--- src/inc/disk_port_pkg.sv ---
// Constants and carrier types for the hard disk DMA port.
// Assumes a 100 MHz system clock and a byte-wide external disk bus.
package disk_port_pkg;
  localparam int unsigned CLK_PERIOD_NS = 10;
  localparam int unsigned ACK_MAX_NS    = 250;
  // Longest time rounds down to whole cycles.
  localparam int unsigned ACK_MAX_CYC   = ACK_MAX_NS / CLK_PERIOD_NS;
  localparam int unsigned FIFO_DEPTH    = 32;
  localparam int unsigned FIFO_AW       = 5;
  localparam logic [7:0]  DATA_RESET    = 8'h00;

  // Command byte request from the host side.
  typedef struct packed {
    logic       valid;
    logic [7:0] data;
    logic       first;
  } cmd_req_t;

  // One byte on the memory side stream.
  typedef struct packed {
    logic       valid;
    logic [7:0] data;
  } mem_byte_t;

  typedef enum logic [3:0] {
    ST_IDLE = 4'h1,
    ST_CMD  = 4'h2,
    ST_ACK  = 4'h4,
    ST_WAIT = 4'h8
  } port_state_t;
endpackage

--- src/core/byte_fifo.sv ---
// Byte FIFO that holds data between the disk bus and memory.
// Assumes one clock and an asynchronous active-high reset.
`timescale 1ns/100ps
module byte_fifo (
  input  wire logic       ref_clk,
  input  wire logic       sys_rst,
  input  wire logic       flush,
  input  wire logic       in_valid,
  output logic            in_ready,
  input  wire logic [7:0] in_data,
  output logic            out_valid,
  input  wire logic       out_ready,
  output logic [7:0]      out_data
);
  logic [7:0]                         mem [disk_port_pkg::FIFO_DEPTH];
  logic [disk_port_pkg::FIFO_AW-1:0] wr_ptr;
  logic [disk_port_pkg::FIFO_AW-1:0] rd_ptr;
  logic [disk_port_pkg::FIFO_AW:0]   count;
  logic [disk_port_pkg::FIFO_AW-1:0] next_wr_ptr;
  logic [disk_port_pkg::FIFO_AW-1:0] next_rd_ptr;
  logic [disk_port_pkg::FIFO_AW:0]   next_count;
  logic                               push;
  logic                               pop;

  // Full and empty follow the occupancy count.
  assign in_ready  = (count != 6'(disk_port_pkg::FIFO_DEPTH));
  assign out_valid = (count != 6'h00);
  assign out_data  = mem[rd_ptr];
  assign push      = in_valid && in_ready;
  assign pop       = out_valid && out_ready;

  // Pointer and count next values.
  always_comb begin
    next_wr_ptr = wr_ptr + 5'(push);
    next_rd_ptr = rd_ptr + 5'(pop);
    next_count  = count + 6'(push) - 6'(pop);
    if (flush) begin
      next_wr_ptr = 5'h00;
      next_rd_ptr = 5'h00;
      next_count  = 6'h00;
    end
  end

  // Pointer registers.
  always_ff @(posedge ref_clk or posedge sys_rst) begin
    if (sys_rst) begin
      wr_ptr <= 5'h00;
      rd_ptr <= 5'h00;
      count  <= 6'h00;
    end else begin
      wr_ptr <= next_wr_ptr;
      rd_ptr <= next_rd_ptr;
      count  <= next_count;
    end
  end

  // Storage array, written on push only.
  always_ff @(posedge ref_clk) begin
    if (push) begin
      mem[wr_ptr] <= in_data;
    end
  end
endmodule // byte_fifo

--- src/core/hard_disk_dma_port.sv ---
// Host-side hard disk DMA port: command bytes out, then paced DMA data.
// Assumes the disk controller pins are synchronous to ref_clk.
`timescale 1ns/100ps
module hard_disk_dma_port (
  input  wire logic                    ref_clk,
  input  wire logic                    sys_rst,
  input  wire disk_port_pkg::cmd_req_t cmd_req,
  output logic                         cmd_ready,
  input  wire logic                    dma_enable,
  input  wire logic                    dma_to_disk,
  input  wire disk_port_pkg::mem_byte_t mem_wr,
  output logic                         mem_wr_ready,
  output disk_port_pkg::mem_byte_t     mem_rd,
  input  wire logic                    mem_rd_ready,
  output logic                         disk_target_select_n,
  output logic                         disk_phase_select,
  output logic                         disk_ack_n,
  output logic                         disk_read_n_write,
  output logic [7:0]                   disk_data_out,
  output logic                         disk_data_oe_n,
  input  wire logic [7:0]              disk_data_in,
  input  wire logic                    disk_transfer_request,
  input  wire logic                    disk_completion_interrupt,
  output logic                         irq_to_controller
);
  disk_port_pkg::port_state_t state;
  disk_port_pkg::port_state_t next_state;
  logic [7:0] data_q;
  logic [7:0] next_data_q;
  logic       sel_n;
  logic       next_sel_n;
  logic       phase;
  logic       next_phase;
  logic       ack_n;
  logic       next_ack_n;
  logic       oe_n;
  logic       next_oe_n;
  logic       fifo_in_valid;
  logic       fifo_in_ready;
  logic [7:0] fifo_in_data;
  logic       fifo_out_valid;
  logic       fifo_out_ready;
  logic [7:0] fifo_out_data;
  logic       take_disk;
  logic       give_disk;

  // Disk-to-memory bytes enter the buffer from the bus; memory-to-disk
  // bytes enter from the memory controller.
  assign fifo_in_valid  = dma_to_disk ? mem_wr.valid : take_disk;
  assign fifo_in_data   = dma_to_disk ? mem_wr.data : disk_data_in;
  assign mem_wr_ready   = dma_to_disk && fifo_in_ready;
  assign fifo_out_ready = dma_to_disk ? give_disk : mem_rd_ready;
  assign mem_rd.valid   = !dma_to_disk && fifo_out_valid;
  assign mem_rd.data    = fifo_out_data;

  // Buffer that rides out memory stalls at full bus rate.
  byte_fifo u_fifo (
    .ref_clk   (ref_clk),
    .sys_rst   (sys_rst),
    .flush     (!dma_enable),
    .in_valid  (fifo_in_valid),
    .in_ready  (fifo_in_ready),
    .in_data   (fifo_in_data),
    .out_valid (fifo_out_valid),
    .out_ready (fifo_out_ready),
    .out_data  (fifo_out_data)
  );

  // A request is served only when the buffer can give or take a byte.
  assign take_disk = (state == disk_port_pkg::ST_IDLE) && dma_enable && !dma_to_disk
                     && disk_transfer_request && fifo_in_ready;
  assign give_disk = (state == disk_port_pkg::ST_IDLE) && dma_enable && dma_to_disk
                     && disk_transfer_request && fifo_out_valid;
  assign cmd_ready = (state == disk_port_pkg::ST_IDLE) && !dma_enable;

  // Next-state logic for the handshake sequencer.
  always_comb begin
    next_state  = state;
    next_data_q = data_q;
    next_sel_n  = 1'b1;
    next_phase  = 1'b0;
    next_ack_n  = 1'b1;
    next_oe_n   = oe_n;
    case (state)
      disk_port_pkg::ST_IDLE: begin
        if (cmd_req.valid && cmd_ready) begin
          next_state  = disk_port_pkg::ST_CMD;
          next_data_q = cmd_req.data;
          next_sel_n  = 1'b0;
          next_phase  = 1'b1;
          next_oe_n   = 1'b0;
        end else if (take_disk || give_disk) begin
          next_state  = disk_port_pkg::ST_ACK;
          next_ack_n  = 1'b0;
          next_data_q = give_disk ? fifo_out_data : data_q;
          next_oe_n   = !dma_to_disk;
        end else begin
          next_oe_n = !(dma_enable && dma_to_disk);
        end
      end
      disk_port_pkg::ST_CMD: begin
        next_state = disk_port_pkg::ST_WAIT;
      end
      disk_port_pkg::ST_ACK: begin
        next_state = disk_port_pkg::ST_WAIT;
      end
      disk_port_pkg::ST_WAIT: begin
        // Wait for the request to drop so one byte pairs with one handshake.
        if (!disk_transfer_request || !dma_enable) begin
          next_state = disk_port_pkg::ST_IDLE;
        end
      end
      default: begin
        next_state = disk_port_pkg::ST_IDLE;
      end
    endcase
  end

  // Sequencer and pin registers.
  always_ff @(posedge ref_clk or posedge sys_rst) begin
    if (sys_rst) begin
      state  <= disk_port_pkg::ST_IDLE;
      data_q <= disk_port_pkg::DATA_RESET;
      sel_n  <= 1'b1;
      phase  <= 1'b0;
      ack_n  <= 1'b1;
      oe_n   <= 1'b1;
    end else begin
      state  <= next_state;
      data_q <= next_data_q;
      sel_n  <= next_sel_n;
      phase  <= next_phase;
      ack_n  <= next_ack_n;
      oe_n   <= next_oe_n;
    end
  end

  // Pin outputs; completion interrupt passes straight to the controller.
  assign disk_target_select_n = sel_n;
  assign disk_phase_select    = phase;
  assign disk_ack_n           = ack_n;
  assign disk_read_n_write    = !(dma_enable && dma_to_disk) && sel_n;
  assign disk_data_out        = data_q;
  assign disk_data_oe_n       = oe_n;
  assign irq_to_controller    = disk_completion_interrupt;

  // Cycles that a request the port is able to serve has waited in idle.
  logic [7:0] wait_cyc;
  logic [7:0] next_wait_cyc;

  // Next wait count; it clears as soon as the sequencer leaves idle.
  always_comb begin
    next_wait_cyc = 8'h00;
    if ((state == disk_port_pkg::ST_IDLE) && dma_enable && disk_transfer_request
        && (dma_to_disk ? fifo_out_valid : fifo_in_ready)) begin
      next_wait_cyc = (wait_cyc == 8'hFF) ? wait_cyc : wait_cyc + 8'h01;
    end
  end

  // Wait counter register, only read by the timing check below.
  always_ff @(posedge ref_clk or posedge sys_rst) begin
    if (sys_rst) begin
      wait_cyc <= 8'h00;
    end else begin
      wait_cyc <= next_wait_cyc;
    end
  end

  // Acknowledge comes within the allowed time of a served request.
  ack_timely_a: assert property (@(posedge ref_clk) disable iff (sys_rst)
    (take_disk || give_disk) |=> !disk_ack_n)
    else $error("acknowledge late after request");

  // A servable request never waits longer than the acknowledge limit.
  wait_bound_a: assert property (@(posedge ref_clk) disable iff (sys_rst)
    wait_cyc < 8'(disk_port_pkg::ACK_MAX_CYC))
    else $error("request left waiting too long");

  // Acknowledge is a single-cycle low pulse.
  ack_pulse_a: assert property (@(posedge ref_clk) disable iff (sys_rst)
    !disk_ack_n |=> disk_ack_n)
    else $error("acknowledge held too long");

  // The port drives the bus during a write acknowledge and floats it on a read.
  bus_drive_a: assert property (@(posedge ref_clk) disable iff (sys_rst)
    !disk_ack_n |-> (disk_data_oe_n == disk_read_n_write))
    else $error("bus drive wrong for transfer direction");

  // Acknowledge never happens without a request.
  ack_paced_a: assert property (@(posedge ref_clk) disable iff (sys_rst)
    $fell(disk_ack_n) |-> $past(disk_transfer_request))
    else $error("acknowledge without request");

  // Command writes drive select low and phase high together.
  cmd_select_a: assert property (@(posedge ref_clk) disable iff (sys_rst)
    !disk_target_select_n |-> disk_phase_select && !disk_data_oe_n)
    else $error("command write pins wrong");

  // Each command byte gets a select pulse of one cycle.
  cmd_pulse_a: assert property (@(posedge ref_clk) disable iff (sys_rst)
    !disk_target_select_n |=> disk_target_select_n)
    else $error("select held too long");

  // A dropped request frees the sequencer at once, keeping the byte rate up.
  wait_release_a: assert property (@(posedge ref_clk) disable iff (sys_rst)
    (state == disk_port_pkg::ST_WAIT) && !disk_transfer_request
      |=> (state == disk_port_pkg::ST_IDLE))
    else $error("sequencer slow to rearm");

  // Leaving DMA empties the buffer so no stale byte is sent later.
  flush_empty_a: assert property (@(posedge ref_clk) disable iff (sys_rst)
    !dma_enable |=> !fifo_out_valid)
    else $error("buffer not emptied on flush");

  // Memory sees a byte only when the buffer holds one.
  mem_side_a: assert property (@(posedge ref_clk) disable iff (sys_rst)
    mem_rd.valid |-> !dma_to_disk && fifo_out_valid)
    else $error("memory byte without buffered data");
endmodule // hard_disk_dma_port

--- config.mk ---
export PLATFORM = sky130hd
export DESIGN_NAME = hard_disk_dma_port
export DESIGN_NICKNAME = d
export VERILOG_FILES = /design/src/inc/disk_port_pkg.sv /design/src/core/byte_fifo.sv /design/src/core/hard_disk_dma_port.sv
export SDC_FILE = /design/constraint.sdc
export NUM_CORES = 1
export LEC_CHECK = 0
export BUFFER_PORTS_ARGS = -buffer_cell sky130_fd_sc_hd__buf_2
export CORE_ASPECT_RATIO = 1.4
export CORE_MARGIN = 2
export CORE_UTILIZATION = 43
export CTS_BUF_LIST = sky130_fd_sc_hd__clkbuf_4 sky130_fd_sc_hd__clkbuf_8 sky130_fd_sc_hd__clkbuf_16
export DETAILED_ROUTE_END_ITERATION = 6
export PLACE_DENSITY = 0.64
export SETUP_SLACK_MARGIN = 0.5
export SLEW_MARGIN = 20
export SYNTH_ARGS = -nofsm -noshare
export SYNTH_HDL_FRONTEND = slang
export SYNTH_HIERARCHICAL = 1
export SYNTH_SLANG_ARGS = --single-unit
export TNS_END_PERCENT = 100
--- constraint.sdc ---
create_clock -name ref_clk -period 2.5 [get_ports ref_clk]
set_input_delay 0.25 -clock ref_clk [delete_from_list [all_inputs] [get_ports ref_clk]]
set_output_delay 0.25 -clock ref_clk [all_outputs]
set_load 0.01 [all_outputs]
* Yosys cells after proc, flatten, opt, wreduce, memory -nomap -nowiden
Memories as Yosys holds them, arrays and structs flattened.
Index checks and enable logic that the tools add are counted.
** Word-level totals
- Bits in registers :: 32
- Bits in writable memories :: 256
- Memories :: 1
** Memory list
- u_fifo.mem :: words 32, width 8, read ports 1, clocked after Yosys merged registers in 0, write ports 1, line byte_fifo.sv:15 : logic [7:0] mem [disk_port_pkg::FIFO_DEPTH];
** Cells by class
- Add/sub/neg operators :: 4
- Equality and inequality tests :: 7
- Mux-type cells :: 24
- Reduce and logical (&&, ||, !) cells :: 27
** Operators with widths (number)
- $mux W8 :: 4
- $logic_and A1 B1 Y1 :: 15
- $mux W1 :: 13
- $mux W4 :: 3
- $pmux W4 S3 :: 1
- $add A5 B1 Y5 :: 2
- $mux W5 :: 2
- $add A6 B1 Y6 :: 1
- $mux W6 :: 1
- $ne A6 B6 Y1 const B :: 1
- $reduce_bool A6 Y1 :: 1
- $sub A6 B1 Y6 :: 1
- $eq A4 B1 Y1 const B :: 1
- $eq A4 B2 Y1 const B :: 1
- $eq A4 B3 Y1 const B :: 1
- $eq A4 B4 Y1 const B :: 1
- $logic_not A1 Y1 :: 4
- $reduce_bool A2 Y1 :: 2
- $ne A3 B1 Y1 const B :: 1
- $reduce_and A3 Y1 :: 1
- $logic_or A1 B1 Y1 :: 2
- $ne A2 B2 Y1 const B :: 1
- $reduce_and A2 Y1 :: 1
- $reduce_or A2 Y1 :: 1

* Depth between registers and ports, before layout
- Word-level depth :: 10
- Mapped depth :: 16
- Mapped depth without buffers :: 15

* Hierarchy
Netlist, hierarchy kept.
** By module, submodules not included
- byte_fifo :: times used 1, cells each 598, area an instance 10954.3 um^2, seq. area each 8087.8 um^2
- hard_disk_dma_port :: times used 1, cells each 81, area an instance 872.1 um^2, seq. area each 405.4 um^2

* Worst setup path before layout
OpenSTA, ideal clock, no wires.
- Path kind :: register -> register
- Start :: register u_fifo/count[2] (netlist name)
- End :: register u_fifo/count[4] (netlist name)
- Setup time :: 132 ps
- Arrival time :: 2590 ps
- Required time :: 2368 ps
- Path slack :: -222 ps
- Stages on the path, launching flop included :: 17
- Path buffers :: 1
- Period minus slack after synthesis :: 2722 ps
- Path through :: dfrtp_1 > inv_1 > ha_1 > nand3_1 > and4_1 > buf_2 > nand2_1 > o21ai_0 > and2_1 > ha_1 > inv_1 > ha_1 > fa_1 > a21oi_1 > o21bai_1 > xnor2_1 > nor2_1
** RTL lines
- from (decl) :: line byte_fifo.sv:18 : logic [disk_port_pkg::FIFO_AW:0] count;
- from (signal assigned) :: line byte_fifo.sv:53 : count <= next_count;
- $reduce_bool A6 Y1 :: line byte_fifo.sv:27 : assign out_valid = (count != 6'h00);
- via fifo_out_valid :: line hard_disk_dma_port.sv:41 : logic fifo_out_valid;
- $logic_and A1 B1 Y1 :: line hard_disk_dma_port.sv:73 : && disk_transfer_request && fifo_out_valid;
- $mux W1 :: line hard_disk_dma_port.sv:52 : assign fifo_out_ready = dma_to_disk ? give_disk : mem_rd_ready;
- via fifo_out_ready :: line hard_disk_dma_port.sv:42 : logic fifo_out_ready;
- $logic_and A1 B1 Y1 :: line byte_fifo.sv:30 : assign pop = out_valid && out_ready;
- $sub A6 B1 Y6 :: line byte_fifo.sv:36 : next_count = count + 6'(push) - 6'(pop);
- $mux W6 :: line byte_fifo.sv:37 : if (flush) begin
- via u_fifo.next_count (one bit) :: line byte_fifo.sv:21 : logic [disk_port_pkg::FIFO_AW:0] next_count;
The timed path passes the listed nets, and every way through them passes these cells.
A chain may end at the register's enable or synchronous reset.

==> impl_metrics.json <==
{
  "p_leak_uw": 0.00508,
  "setup_viol": 9,
  "use_met3_pct": 1.89,
  "p_total_uw": 13400,
  "busiest_layer": "met2",
  "antenna_found_initial": 0,
  "initial_core_util_pct": 43.8,
  "htree_levels": 1,
  "grt_pass1_wl_um": 40700,
  "finalNetCount": 864,
  "coreArea_mm2": 0.0270,
  "hold_slack_ns": 0.0288,
  "max-cap-violations": 0,
  "drv_slew": 0,
  "vias": 6602,
  "cts_tree": "yes",
  "status": "finished with violations",
  "hp-start": "cmd_req[1]",
  "rrSetupSlack_ns": -0.06,
  "cellPowerDensity_mw_per_mm2": 890,
  "n_antenna_cell": 0,
  "via_per_inst": 5.50,
  "wirelength_um": 26900,
  "met1_usage_pct": 22.3,
  "final_util_pct": 55.9,
  "synthCells": 679,
  "startpoint_type": "flop",
  "critPathSlowestCell": "mux4_1",
  "irDropWorstVdd_mv": 0.402,
  "seq_area_frac_synth_pct": 71.8,
  "clkTransAtPathRegs_ns": 0.06,
  "pin_count": 59,
  "grt_overflow": 0,
  "rows": 71,
  "die_y_um": 200,
  "violations": "negative setup slack",
  "ys_seq_elements": 288,
  "synth_xor_area_share_pct": 0.667,
  "grt_max_degree": 33,
  "synth-adder-area-share_pct": 1.54,
  "cts-buffers-inserted": 27,
  "worstSetupStartpoint": "u_fifo/rd_ptr[0]",
  "synth_area_mm2": 0.0118,
  "min_period_ns": 2.87,
  "grt.total_usage_pct": 18.7,
  "rsz0062_at_grt": "yes",
  "cts_root_buf": "clkbuf_16",
  "yosys_warnings": 6,
  "syn_avg_cell_area_um2": 17.4,
  "max_freq_mhz": 349,
  "clk_latency_ns": 0.53,
  "wl_per_cell_um": 22.4,
  "io_buffers": 55,
  "synthFlopType": "edfxtp_1",
  "synth_edf_count": 256,
  "clock_sinks": 288,
  "cts.path.max_buffers": 3,
  "use_met2_pct": 34.9,
  "synth_fp_nets": 727,
  "synth_compound_area_share_pct": 5.55,
  "postLayoutCellArea_mm2": 0.0151,
  "drive_gt1_share_pct": 39.8,
  "fin_skew_ns": 0.00994,
  "cp_cell_sequence": "buf_12 -> mux4_1 -> a22o_1 -> a221oi_2 -> nand3_2 -> buf_2",
  "drtAntennaViolNets": 0,
  "rr_startpoint": "u_fifo/count[5]",
  "slowest_delay_ns": 0.62,
  "synth_top_family_by_area": "multiplexers",
  "layout_commonest_cell": "edfxtp_1",
  "dp.final_hpwl_um": 17200,
  "relSlewSlack_pct": 36.7,
  "dpl_cell_area_mm2": 0.0130,
  "hp-class": "primary input to flop",
  "end_kind": "primary output",
  "drt_iter0_markers": 381,
  "drc_errors": 0,
  "grt_pass1_vias": 6895,
  "arrival_ns": 2.62,
  "dieArea_mm2": 0.0289,
  "async_flop_share_pct": 11.1,
  "crit_fanout": 9,
  "area_growth_pct": 27.7,
  "synthMuxAreaShare_pct": 12.6,
  "cp.required_ns": 2.25,
  "layout_setup_ws_ns": -0.367,
  "synthSimpleGateAreaFrac_pct": 5.42,
  "critPathKind": "flop to primary output",
  "firstDrtPassIters": 6,
  "tightest_slew_ns": 0.947,
  "fp.dieW_um": 144,
  "gp_congestion": 0.864,
  "fin_crit_sh_pct": 115,
  "hold_viol_final": 0,
  "synth_cell_type_count": 57,
  "layout_common_cells": "256 x edfxtp_1, 65 x mux2i_1, 48 x buf_2"
}
[flip-flops by register name, summed over array words and instances (netlist names)]
register              cells
u_fifo/wr_ptr             5
disk_ack_n                1
disk_phase_select         1
state                     4
u_fifo/mem              256
disk_data_out             8
disk_target_select_n      1
u_fifo/rd_ptr             5
disk_data_oe_n            1
u_fifo/count              6
[synth_stat cells, types with 2 or more instances]
master	instances	share of area, %
a22o_1	8	0.59
mux2_2	8	0.76
edfxtp_1	256	65
nand3_1	32	1.4
mux4_2	24	4.6
a221oi_2	4	0.51
nor2b_1	12	0.63
o2bb2ai_1	8	0.59
buf_2	15	0.63
mux2i_1	65	5.5
dfrtp_1	28	5.9
nand2_1	7	0.22
ha_1	13	1.4
nor2_1	46	1.5
mux4_1	8	1.8
clkbuf_1	17	0.54
inv_1	15	0.48
a22oi_1	40	2.5
buf_1	4	0.13
or3b_1	2	0.15
and2_1	3	0.16
or3_1	2	0.11
buf_6	2	0.19
dfstp_2	4	0.89
nand3b_1	5	0.32
o21ai_0	5	0.21
nor4_1	2	0.11
inv_2	2	0.064
xor2_1	4	0.30
xnor2_1	5	0.37
a221oi_1	4	0.30
a21o_1	2	0.13
a21oi_1	3	0.13
[report_power, final]
group / internal, uW / leakage, uW / total [uW] / switching, uW
Combinational: 1600 / 0.00186 / 3170 / 1570
Sequential: 5490 / 0.00271 / 5620 / 128
Clock: 2950 / 0.000510 / 4650 / 1700
[metal layers]
layer / up-vias / wire [um] / share of wire [%]
met5: - / 0 / 0
met4: 0 / 877 / 3.3
met3: 51 / 885 / 3.3
met2: 157 / 15100 / 56
met1: 3428 / 10100 / 37
li1: 2966 / - / -
[final cells by class]
type | count | area (um2)
clock buffers | 31 | 706
clock inverters | 18 | 320
fillers | 2053 | 11900
inverters | 17 | 66.3
multi-input cells | 333 | 3630
flip-flops and latches | 288 | 8500
well taps | 365 | 457
repair buffers | 149 | 1420
[cells by family (layout without fill, tap and decap cells)]
| family | after synthesis | count (layout) |
|---|---|---|
| AOI/OAI and AO/OA | 82 | 82 |
| xor gates and xnor gates | 9 | 9 |
| adders and majority gates | 14 | 14 |
| buffers and inverters | 58 | 215 |
| DFF | 288 | 288 |
| muxes | 105 | 105 |
| and+or+nand+nor | 123 | 123 |
[final timing paths]
path | end | depth (start not counted)
worst max register to register | u_fifo/count[4] | 15
min in group asynchronous | disk_phase_select | 3
worst min register to register | disk_data_out[0] | 1
worst min-delay path | disk_data_out[0] | 3
max in group asynchronous | u_fifo/rd_ptr[1] | 3
worst max-delay path | mem_rd[1] | 6
[metrics by stage]
step / setup TNS [ns] / setup WS (ns) / std cells
floorplan: -2.86 / -0.0656 / 679
global placement: -0.0477 / -0.0477 / 1100
CTS: -2.61 / -0.356 / 1190
detailed placement: -0.176 / -0.0974 / 1100
finish: -2.45 / -0.367 / 1201
global route: -17.24 / -0.431 / 1201
[repair_timing]
item                                    in CTS  in global routing
gates cloned                                 1                  0
endpoints found under the hold margin       29                  0
pin swaps                                   37                 27
setup buffers                               38                 11
endpoints found under the setup margin     288                289
hold buffers                                 2                  0
resized for setup                           81                 20
[worst max-delay path, delay by kind of cell (launching register included)]
family	cells	cell delay, ns
AO/OA/AOI/OAI	2	0.57
buffers and inverters	2	0.33
multiplexers	1	0.62
flip-flops	1	0.39
AND/OR/NAND/NOR	1	0.19
(Power assumes the default switching activity.)
